==> src/pkg/rfs_pkg.sv <==
// Package holding register offsets, field positions, modes and timing for the ramped FSK sweep engine.
package rfs_pkg;
    // Register offsets as seen on the programming port.
    localparam logic [7:0] OFS_LOW_FREQ = 8'h04;
    localparam logic [7:0] OFS_HIGH_FREQ = 8'h0a;
    localparam logic [7:0] OFS_DELTA_STEP = 8'h10;
    localparam logic [7:0] OFS_RAMP_RATE = 8'h1a;
    localparam logic [7:0] OFS_CONTROL = 8'h1f;
    // Byte counts of each multi-byte register.
    localparam int WORD48_BYTES = 6;
    localparam int RATE_BYTES = 3;
    // Field positions inside the control byte.
    localparam int CTL_MODE_LSB = 0;
    localparam int CTL_TRIANGLE_BIT = 3;
    localparam int CTL_RESTART_BIT = 4;
    localparam int CTL_FULL_CLEAR_BIT = 5;
    // Widths.
    localparam int FREQ_W = 48;
    localparam int RATE_W = 20;
    // Reset values.
    localparam logic [47:0] RST_WORD48 = 48'h0;
    localparam logic [19:0] RST_RATE = 20'h0;
    localparam logic [7:0] RST_CONTROL = 8'h0;
    // Ramp rate counter ticks at half the system clock: two cycles per count.
    localparam int RATE_CLKS_PER_COUNT = 2;
    // Operating mode encodings.
    typedef enum logic [2:0] {
        RFS_MODE_SINGLE = 3'h0,
        RFS_MODE_FSK = 3'h1,
        RFS_MODE_RAMPED = 3'h2,
        RFS_MODE_CHIRP = 3'h3,
        RFS_MODE_BPSK = 3'h4
    } rfs_mode_t;
endpackage : rfs_pkg

==> src/rtl/rfs_rate_timer.sv <==
// Ramp rate down counter producing one pulse per programmed interval.
`timescale 1ns/1ps
module rfs_rate_timer (
    input wire logic i_core_clk,
    input wire logic i_sys_rst,
    input wire logic i_run,
    input wire logic i_restart,
    input wire logic [rfs_pkg::RATE_W-1:0] i_count,
    output logic o_tick
);
    import rfs_pkg::*;

    logic [RATE_W-1:0] count;
    logic phase;
    wire at_zero = (count == '0);

    assign o_tick = i_run && phase && at_zero;

    // interval timing: one count per two clocks, reload on zero, so (N+1)*2 cycles.
    // rate reload picks up the current count at each zero, so slopes change live.
    always_ff @(posedge i_core_clk or posedge i_sys_rst) begin
        if (i_sys_rst) begin
            count <= RST_RATE;
            phase <= 1'b0;
        end else if (i_restart) begin
            count <= i_count;
            phase <= 1'b0;
        end else if (i_run) begin
            phase <= ~phase;
            if (phase) begin
                count <= at_zero ? i_count : count - 1'b1;
            end
        end
    end
endmodule : rfs_rate_timer

==> src/rtl/rfs_sweep_engine.sv <==
// Ramped FSK sweep engine: register file, step accumulator, tuning select and phase accumulator.
`timescale 1ns/1ps
module rfs_sweep_engine (
    input wire logic i_core_clk,
    input wire logic i_sys_rst,
    input wire logic i_wr_en,
    input wire logic [7:0] i_wr_addr,
    input wire logic [7:0] i_wr_data,
    input wire logic [7:0] i_rd_addr,
    output logic [7:0] o_rd_data,
    input wire logic i_update_clk,
    input wire logic i_keying_select_pin,
    output logic [rfs_pkg::FREQ_W-1:0] o_tuning_word,
    output logic [rfs_pkg::FREQ_W-1:0] o_phase_accumulator,
    output logic o_sweep_active
);
    import rfs_pkg::*;

    // Buffer registers written by the host, active copies loaded on update.
    logic [FREQ_W-1:0] buf_low, buf_high, buf_delta;
    logic [RATE_W-1:0] buf_rate;
    logic [7:0] buf_ctl;
    logic [FREQ_W-1:0] low_frequency_word, high_frequency_word, delta_step_word;
    logic [RATE_W-1:0] ramp_rate_count;
    logic [7:0] ctl;
    logic [FREQ_W-1:0] frequency_step_accumulator;
    logic [FREQ_W-1:0] phase_accumulator;
    logic [FREQ_W-1:0] tuning;
    logic upd_q, key_q, tri_q;
    logic dir_up;
    logic restart_pulse;

    // Write decoding: which byte of a multi-byte register is addressed.
    function automatic logic in_range(input logic [7:0] a, input logic [7:0] base, input int n);
        in_range = (a >= base) && (a < base + 8'(n));
    endfunction

    wire hit_low = in_range(i_wr_addr, OFS_LOW_FREQ, WORD48_BYTES);
    wire hit_high = in_range(i_wr_addr, OFS_HIGH_FREQ, WORD48_BYTES);
    wire hit_delta = in_range(i_wr_addr, OFS_DELTA_STEP, WORD48_BYTES);
    wire hit_rate = in_range(i_wr_addr, OFS_RAMP_RATE, RATE_BYTES);
    wire hit_ctl = (i_wr_addr == OFS_CONTROL);
    // Byte index within the register; lowest address holds the most significant byte.
    wire [7:0] idx_low = 8'(WORD48_BYTES - 1) - (i_wr_addr - OFS_LOW_FREQ);
    wire [7:0] idx_high = 8'(WORD48_BYTES - 1) - (i_wr_addr - OFS_HIGH_FREQ);
    wire [7:0] idx_delta = 8'(WORD48_BYTES - 1) - (i_wr_addr - OFS_DELTA_STEP);
    wire [7:0] idx_rate = 8'(RATE_BYTES - 1) - (i_wr_addr - OFS_RAMP_RATE);

    // Buffer writes for the 48-bit words, one byte lane each.
    genvar g;
    generate
        for (g = 0; g < WORD48_BYTES; g++) begin : g_w48
            always_ff @(posedge i_core_clk or posedge i_sys_rst) begin
                if (i_sys_rst) begin
                    buf_low[g*8 +: 8] <= 8'h00;
                    buf_high[g*8 +: 8] <= 8'h00;
                    buf_delta[g*8 +: 8] <= 8'h00;
                end else if (i_wr_en) begin
                    if (hit_low && idx_low == 8'(g)) buf_low[g*8 +: 8] <= i_wr_data;
                    if (hit_high && idx_high == 8'(g)) buf_high[g*8 +: 8] <= i_wr_data;
                    if (hit_delta && idx_delta == 8'(g)) buf_delta[g*8 +: 8] <= i_wr_data;
                end
            end
        end
    endgenerate

    // Rate and control buffer writes; the rate top byte carries only four bits.
    always_ff @(posedge i_core_clk or posedge i_sys_rst) begin
        if (i_sys_rst) begin
            buf_rate <= RST_RATE;
            buf_ctl <= RST_CONTROL;
        end else if (i_wr_en) begin
            if (hit_rate && idx_rate == 8'h00) buf_rate[7:0] <= i_wr_data;
            if (hit_rate && idx_rate == 8'h01) buf_rate[15:8] <= i_wr_data;
            if (hit_rate && idx_rate == 8'h02) buf_rate[19:16] <= i_wr_data[3:0];
            if (hit_ctl) buf_ctl <= i_wr_data;
        end
    end

    // Readback of buffer registers; unmapped addresses read zero.
    wire [7:0] ridx_low = 8'(WORD48_BYTES - 1) - (i_rd_addr - OFS_LOW_FREQ);
    wire [7:0] ridx_high = 8'(WORD48_BYTES - 1) - (i_rd_addr - OFS_HIGH_FREQ);
    wire [7:0] ridx_delta = 8'(WORD48_BYTES - 1) - (i_rd_addr - OFS_DELTA_STEP);
    wire [7:0] ridx_rate = 8'(RATE_BYTES - 1) - (i_rd_addr - OFS_RAMP_RATE);
    wire [23:0] rate_ext = {4'h0, buf_rate};
    wire [7:0] rd_mux =
        in_range(i_rd_addr, OFS_LOW_FREQ, WORD48_BYTES) ? buf_low[ridx_low[2:0]*8 +: 8] :
        in_range(i_rd_addr, OFS_HIGH_FREQ, WORD48_BYTES) ? buf_high[ridx_high[2:0]*8 +: 8] :
        in_range(i_rd_addr, OFS_DELTA_STEP, WORD48_BYTES) ? buf_delta[ridx_delta[2:0]*8 +: 8] :
        in_range(i_rd_addr, OFS_RAMP_RATE, RATE_BYTES) ? rate_ext[ridx_rate[1:0]*8 +: 8] :
        (i_rd_addr == OFS_CONTROL) ? buf_ctl : 8'h00;

    // Read data is registered so it stays clean for the port.
    always_ff @(posedge i_core_clk or posedge i_sys_rst) begin
        if (i_sys_rst) o_rd_data <= 8'h00;
        else o_rd_data <= rd_mux;
    end

    // Update clock edge detect; the update input is treated as synchronous.
    wire update_edge = i_update_clk && !upd_q;

    // update transfer: buffers move to the active core only on an update rising edge.
    always_ff @(posedge i_core_clk or posedge i_sys_rst) begin
        if (i_sys_rst) begin
            low_frequency_word <= RST_WORD48;
            high_frequency_word <= RST_WORD48;
            delta_step_word <= RST_WORD48;
            ramp_rate_count <= RST_RATE;
            ctl <= RST_CONTROL;
            upd_q <= 1'b0;
        end else begin
            upd_q <= i_update_clk;
            if (update_edge) begin
                low_frequency_word <= buf_low;
                high_frequency_word <= buf_high;
                delta_step_word <= buf_delta;
                ramp_rate_count <= buf_rate;
                ctl <= buf_ctl;
            end
        end
    end

    // mode decode from three control bits.
    wire [2:0] mode_bits = ctl[CTL_MODE_LSB +: 3];
    wire mode_ramped = (mode_bits == RFS_MODE_RAMPED);
    wire mode_chirp = (mode_bits == RFS_MODE_CHIRP);
    wire mode_fsk = (mode_bits == RFS_MODE_FSK);
    wire triangle = ctl[CTL_TRIANGLE_BIT] && mode_ramped;
    wire restart_bit = ctl[CTL_RESTART_BIT];
    wire full_clear = ctl[CTL_FULL_CLEAR_BIT];

    // restart one-shot: one cycle on each update edge while the bit is set.
    // held restart retriggers on every update edge.
    always_ff @(posedge i_core_clk or posedge i_sys_rst) begin
        if (i_sys_rst) restart_pulse <= 1'b0;
        else restart_pulse <= update_edge && buf_ctl[CTL_RESTART_BIT];
    end

    // Edge detection of keying pin and triangle bit.
    wire key_edge = (i_keying_select_pin != key_q);
    wire tri_rise = triangle && !tri_q;

    // Sweep span: distance from low to high word.
    wire [FREQ_W-1:0] span = high_frequency_word - low_frequency_word;
    wire [FREQ_W:0] acc_sum = {1'b0, frequency_step_accumulator} + {1'b0, delta_step_word};
    // clamp: in ramped mode the step never runs past the span, so output lands on the destination.
    wire at_dest = mode_ramped && (frequency_step_accumulator >= span);
    wire [FREQ_W-1:0] next_step =
        (mode_ramped && acc_sum >= {1'b0, span}) ? span : acc_sum[FREQ_W-1:0];

    // Direction state: up means heading toward the high word.
    // triangle reverses at each end and ignores the keying pin.
    // triangle start follows the keying level at the rising edge.
    always_ff @(posedge i_core_clk or posedge i_sys_rst) begin
        if (i_sys_rst) begin
            dir_up <= 1'b0;
            key_q <= 1'b0;
            tri_q <= 1'b0;
        end else begin
            key_q <= i_keying_select_pin;
            tri_q <= triangle;
            // A low keying level starts at the low word, so the first leg heads up.
            if (tri_rise) dir_up <= !i_keying_select_pin;
            else if (triangle && at_dest) dir_up <= ~dir_up;
            // keying reversal is immediate even mid-sweep.
            else if (!triangle) dir_up <= i_keying_select_pin;
        end
    end

    // Step accumulator measures distance travelled from the start point this leg.
    // On reversal the distance left becomes span minus distance travelled.
    wire reverse = (!triangle && key_edge && mode_ramped) || (triangle && at_dest);
    // rate counter runs after a keying change until the destination.
    // the counter stops once the destination is reached.
    // Triangle keeps the counter running through each turnaround.
    wire run = (mode_ramped && (!at_dest || triangle)) || mode_chirp;
    wire tick;

    rfs_rate_timer u_rate_timer (
        .i_core_clk(i_core_clk),
        .i_sys_rst(i_sys_rst),
        .i_run(run && !full_clear),
        .i_restart(reverse || restart_pulse || tri_rise),
        .i_count(ramp_rate_count),
        .o_tick(tick)
    );

    // step accumulation on each rate pulse.
    // full clear holds the step accumulator at zero.
    // on reversal the step restarts mirrored so frequency is continuous.
    always_ff @(posedge i_core_clk or posedge i_sys_rst) begin
        if (i_sys_rst) frequency_step_accumulator <= RST_WORD48;
        else if (full_clear || restart_pulse || tri_rise) frequency_step_accumulator <= '0;
        else if (reverse) frequency_step_accumulator <= span - frequency_step_accumulator;
        else if (tick) frequency_step_accumulator <= next_step;
    end

    // tuning select: low plus step going up, high minus step going down.
    // output walks through intermediate frequencies as the step grows.
    // chirp runs unbounded from the low word.
    // at the destination the step is frozen, so the word holds.
    always_comb begin
        tuning = low_frequency_word;
        if (full_clear) tuning = '0;
        else if (mode_ramped && dir_up) tuning = low_frequency_word + frequency_step_accumulator;
        else if (mode_ramped) tuning = high_frequency_word - frequency_step_accumulator;
        else if (mode_chirp) tuning = low_frequency_word + frequency_step_accumulator;
        else if (mode_fsk && i_keying_select_pin) tuning = high_frequency_word;
    end

    // Phase accumulator integrates the tuning word; full clear holds it at zero.
    always_ff @(posedge i_core_clk or posedge i_sys_rst) begin
        if (i_sys_rst) begin
            phase_accumulator <= RST_WORD48;
            o_tuning_word <= RST_WORD48;
        end else begin
            o_tuning_word <= tuning;
            if (full_clear) phase_accumulator <= '0;
            else phase_accumulator <= phase_accumulator + tuning;
        end
    end

    assign o_phase_accumulator = phase_accumulator;
    assign o_sweep_active = run && !full_clear;
endmodule : rfs_sweep_engine

==> config.mk <==
export PLATFORM = sky130hd
export DESIGN_NAME = rfs_sweep_engine
export DESIGN_NICKNAME = d
export VERILOG_FILES = /design/src/pkg/rfs_pkg.sv /design/src/rtl/rfs_rate_timer.sv /design/src/rtl/rfs_sweep_engine.sv
export SDC_FILE = /design/constraint.sdc
export NUM_CORES = 2
export LEC_CHECK = 0
export ABC_AREA = 1
export BUFFER_PORTS_ARGS = -buffer_cell sky130_fd_sc_hd__buf_4
export CORE_MARGIN = 4
export CORE_UTILIZATION = 40
export CTS_CLUSTER_DIAMETER = 40
export CTS_CLUSTER_SIZE = 30
export DETAILED_ROUTE_END_ITERATION = 10
export GPL_TIMING_DRIVEN = 0
export SLEW_MARGIN = 20
export SYNTH_ARGS = -nofsm -noshare
export SYNTH_HDL_FRONTEND = slang
export SYNTH_HIERARCHICAL = 1
export SYNTH_SLANG_ARGS = --single-unit
==> constraint.sdc <==
create_clock -name i_core_clk -period 22.8 [get_ports i_core_clk]
set_input_delay 3.42 -clock i_core_clk [delete_from_list [all_inputs] [get_ports i_core_clk]]
set_output_delay 3.42 -clock i_core_clk [all_outputs]
set_load 0.01 [all_outputs]
Yosys cells after proc, flatten, opt, wreduce, memory -nomap -nowiden
Index checks and enable logic that the tools add are counted.

Register bits: 520. Input port bits: 29. Output and inout bits: 105.

$add $sub $neg: 23. Order comparisons: 18. Equal/unequal tests: 24. Shift-type cells: 4. Muxes and demuxes: 24. Bitwise gates (word level): 2. Reduce and logical (&&, ||, !) cells: 88.

Operators with widths (number): two-way mux 48 bit (10); indexed part select 48 x 7 -> 8 bit (3); subtractor 48 bit (3); adder 48 bit (2); two-way mux 20 bit (4); == test 8 x 2 -> 1 bit, second input constant (7); adder 48 x 48 -> 49 bit (1); greater-or-equal comparator 49 x 48 -> 1 bit (1); == test 8 x 3 -> 1 bit, second input constant (6); greater-or-equal comparator 48 bit (1); < comparator 8 x 5 -> 1 bit, second input constant (6); AND reduction 2 bit (23); logical AND 1 bit (44); two-way mux 8 bit (5); == test 8 x 1 -> 1 bit, second input constant (4); greater-or-equal comparator 8 x 5 -> 1 bit, second input constant (4); logical NOT 8 bit (4); indexed part select 24 x 6 -> 8 bit (1); subtractor 3 x 8 -> 8 bit, first input constant (3); logical NOT 20 bit (1); subtractor 20 x 1 -> 20 bit, second input constant (1); == test 8 x 5 -> 1 bit, second input constant (2); greater-or-equal comparator 8 x 3 -> 1 bit, second input constant (2); greater-or-equal comparator 8 x 4 -> 1 bit, second input constant (2); other kinds (21) (43).

Logic depth before layout (Yosys ltp)
Depth after elaboration: 13. Gate-level depth with buffers: 35. Gate-level depth less buffers: 35.

Hierarchy
The synthesis kept the hierarchy.

Modules (own cells, without submodules): rfs_sweep_engine (instances 1, cells each 6344, area an instance 42371.9 um^2, seq. area each 12462.0 um^2); rfs_rate_timer (instances 1, cells each 273, area an instance 1717.9 um^2, seq. area each 525.5 um^2).

Worst setup path after synthesis
No wires, ideal clock.

Path type: reg-to-output. Start: register low_frequency_word[2]. End: output port o_sweep_active. Arrival time: 3.592 ns. Path slack: 15.788 ns. Stages on the path, launching flop included: 26. Path buffers: 0. Path through: dfrtp_1 inv_1 ha_1 a21oi_1 nand2_1 a21oi_1 o21ai_1 a21oi_1 inv_1 nand2_1 nand2_1 nand2_1 nand2_1 nand2_1 nand2_1 ha_1 nand2_1 nor2_1 nand2_1 nor3_2 nand2_1 nand2_2 nand2_1 nand2_2 nand2_4 a311oi_1.

Cells in the longest elaborated chain, start to end: 8.

RTL lines: start: declaration (RTL line rfs_sweep_engine.sv:23) `logic [FREQ_W-1:0] low_frequency_word, high_frequency_word, delta_step_word;`; start signal: assignment (RTL line rfs_sweep_engine.sv:114) `low_frequency_word <= buf_low;`; subtractor 48 bit (RTL line rfs_sweep_engine.sv:144) `wire [FREQ_W-1:0] span = high_frequency_word - low_frequency_word;`; greater-or-equal comparator 48 bit (RTL line rfs_sweep_engine.sv:147) `wire at_dest = mode_ramped && (frequency_step_accumulator >= span);`; logical AND 1 bit (RTL line rfs_sweep_engine.sv:147); logical NOT 1 bit (RTL line rfs_sweep_engine.sv:176) `wire run = (mode_ramped && (!at_dest || triangle)) || mode_chirp;`; logical OR 1 bit (RTL line rfs_sweep_engine.sv:176); logical AND 1 bit (RTL line rfs_sweep_engine.sv:176); logical OR 1 bit (RTL line rfs_sweep_engine.sv:176); logical AND 1 bit (RTL line rfs_sweep_engine.sv:224) `assign o_sweep_active = run && !full_clear;`; end: declaration (RTL line rfs_sweep_engine.sv:15) `output logic o_sweep_active`.

Every way passes these cells.

Final worst setup path
Start: register low_frequency_word[10]. End: output port o_sweep_active.

Same word-level chain as after synthesis.

==> summary.txt <==
Power
  • VDD IR max: between 0.09 and 0.1 mV
  • Pwr/cell area: a little over 90 nW/µm²
  • Total chip power: around 4.6 mW
  • Leakage power: roughly 25 nW

Die
  • Core Region: ~110000 µm²
  • Initial Util: 0.404
  • Io pins: between 100 and 150
  • Die Area: around 120000 µm²
  • Die Y: around 340 µm
  • Die Width: 340 µm
  • Placement Rows: between 100 and 150

Timing
  • Max Freq: approximately 0.1 GHz
  • Final count of negative-setup-slack endpoints: 0
  • Final hold viol count: 0
  • Fin. max-slew vios: 0
  • Fin crit share: 0.437
  • Hold WS: 483 ps
  • RSZ-0062 raised after global routing: no
  • PnR worst setup slack: 12830 ps
  • Fin crit period: approximately 10000 ps
  • Max-slew headroom: 0.130
  • Worst Clk Skew: between 80 and 90 ps
  • Worst Max-Slew Pin Slew: 1300 ps

CTS
  • Clk buf depth: 3
  • CTS buffer count: just over 80
  • Worst-Skew Late Latency: ~700 ps
  • Worst-path clk slew: approximately 60 ps
  • Setup bufs post-CTS: 0
  • Hold buffers post-CTS: 0
  • Clk root buf: clkbuf_16
  • Post-CTS Resized: 0
  • CTS Sinks: 519
  • CTS tree: done
  • H-Tree Depth: 3

Placed design
  • Dpl hpwl: around 200 mm
  • Placed Instances: between 8000 and 9000
  • Setup WS pre-CTS: approximately 14000 ps
  • Port buffer count: approximately 130
  • RD Place Congestion: around 1.1
  • Placed cell area: roughly 47000 µm²

Logic synthesis
  • Syn. warnings: 6
  • Post-synth EDFFs: 0
  • Yosys cell types: 69
  • Synthesized cell area: 44100 µm²
  • Synth Area per Inst: approximately 6.7 µm²
  • Post-synthesis sequential area ratio: 0.295
  • Post-synthesis async set-or-reset flop share: 1.00
  • Most used DFF post-synth: dfrtp_1
  • Post-synth net total: roughly 7000
  • Post-Syn Instances: approximately 6600
  • #FFs+latches synth: between 500 and 600

Worst setup path
  • FF-to-FF setup slack: 15250 ps
  • Critical path class: reg2out
  • WP data required: between 15000 and 20000 ps
  • Worst EP arrival: 6550 ps
  • Critical Path Sink Type: output pin
  • Crit path launch type: register
  • Max FO, Critical Path: 5

Finish
  • Most frequent cells in the layout: 1496 x nand2_1, 894 x inv_1, 726 x nor2_1, 697 x o21ai_0, 653 x a21oi_1
  • Most common cell after layout, fill and taps aside: nand2_1
  • Nets: between 7000 and 8000
  • Final instance area: 50100 µm²
  • Synth-to-Final Area Change: 13.6%
  • Fillers: approximately 12000
  • Register Area: 13000 µm²
  • Non-filler cells, final: approximately 8400
  • Area occupied by multi-input gates: between 20000 and 30000 µm²
  • Layout cells sized above 1: 0.0657

Detailed routing
  • Final WL: 239 mm
  • DR WL/cell: 28.5 µm
  • Initial DRT Pass Iterations: 6
  • 1st-iter DRT viols: 5842
  • Via-per-instance ratio: just under 6
  • Routed Antenna Nets: 0
  • DRC viols: 0
  • Via count: 49000

Global routing
  • Global-route wire length before repair: roughly 330 mm
  • Largest net degree at the start of global routing: 111
  • Tot GR Track Use: 0.400
  • Vias in the first global route: around 46000
  • Initial antenna violation count: 28
  • Grt ovf: 0

Job
  • Max Cap Viol: 0

Outcome
  • Status: finished clean

Min path
  • Hold Path Class: reg2reg
==> report_power, final <==
group | total [mW] | switching (mW) | internal [mW]
logic | 2.06 | 1.44 | 0.623
registers | 1.19 | 0.161 | 1.03
clock network | 1.31 | 0.531 | 0.784
==> layer usage <==
metal  GRT usage  share of wire  vias up
met5           0        0.00052        -
met4       0.263          0.080       18
met3      0.0809          0.085      643
met2       0.625           0.44     2462
met1       0.501           0.40    23500
li1            -              -    22400
==> critical path: stages (launching register included) <==
cell      delay [ps]
dfrtp_1          420
inv_1            270
ha_1             370
a21oi_1          230
a21boi_0         430
o21ai_0          240
a21oi_1          520
o21ai_0          340
xor2_1           870
ha_1             440
a21oi_1          200
inv_1             60
a31oi_1          240
nand2_1           80
a21oi_1          160
nand2_2          110
nand2_1           80
nand2_2           90
nand2_4          170
a311oi_2         120
buf_4            240
buf_4            160
==> flip-flops by register name, summed over array words and instances (netlist names), 20 cells and up <==
register                    count
buf_low                        48
frequency_step_accumulator     48
o_phase_accumulator            48
ramp_rate_count                20
o_tuning_word                  48
buf_high                       48
high_frequency_word            48
low_frequency_word             48
buf_delta                      48
u_rate_timer/count             20
delta_step_word                48
buf_rate                       20
==> cell families after synthesis <==
family          share of synthesized area
mux                                0.0110
compound gates                      0.208
flops                               0.295
fa+ha+maj                          0.0998
simple gates                        0.263
xor+xnor                           0.0298
buf+inv                            0.0946
==> area by class of cell <==
type                            count  share of cell area
Multi-Input combinational cell   5022               0.538
Sequential cell                   519               0.259
Inverter                          912              0.0686
Clock buffer                       92              0.0429
Tap cell                         1476              0.0369
Timing Repair Buffer              139              0.0228
Clock inverter                     58              0.0153
Buffer                            164              0.0149
Antenna cell                       16            0.000800
==> worst paths after layout <==
kind | startpoint | endpoint | depth (start not counted)
max in group asynchronous | i_sys_rst | high_frequency_word[27] | 4
min in group asynchronous | i_sys_rst | ramp_rate_count[12] | 2
setup / recovery | low_frequency_word[10] | o_sweep_active | 21
hold / removal | buf_rate[5] | buf_rate[5] | 2
setup reg to reg | low_frequency_word[10] | u_rate_timer/count[2] | 27
hold reg to reg | buf_rate[5] | buf_rate[5] | 2
==> metrics by stage <==
step	setup TNS, ps	util
after detailed placement	0	0.432
after CTS	0	0.458
after global routing	0	0.458
after global placement	-128620	0.430
final	0	0.459
after floorplan	0	-
==> synth_stat cells, types with 13 or more instances <==
cell | count | area share
a21o_1 | 49 | 0.0083
a21oi_1 | 653 | 0.074
a31oi_1 | 80 | 0.011
buf_2 | 20 | 0.0023
clkbuf_1 | 120 | 0.010
dfrtp_1 | 519 | 0.29
ha_1 | 342 | 0.097
inv_1 | 895 | 0.076
mux2_2 | 43 | 0.011
nand2_1 | 1496 | 0.13
nand3_1 | 343 | 0.039
nand4_1 | 54 | 0.0077
nor2_1 | 726 | 0.062
nor2_2 | 13 | 0.0018
nor3_1 | 58 | 0.0066
nor4_1 | 31 | 0.0044
o211ai_1 | 26 | 0.0044
o21a_1 | 29 | 0.0049
o21ai_0 | 698 | 0.079
o21ai_1 | 21 | 0.0024
o21bai_1 | 44 | 0.0075
or2_2 | 21 | 0.0030
xnor2_1 | 50 | 0.0099
xor2_1 | 100 | 0.020
Note: power is estimated with default switching activity, not from simulation.
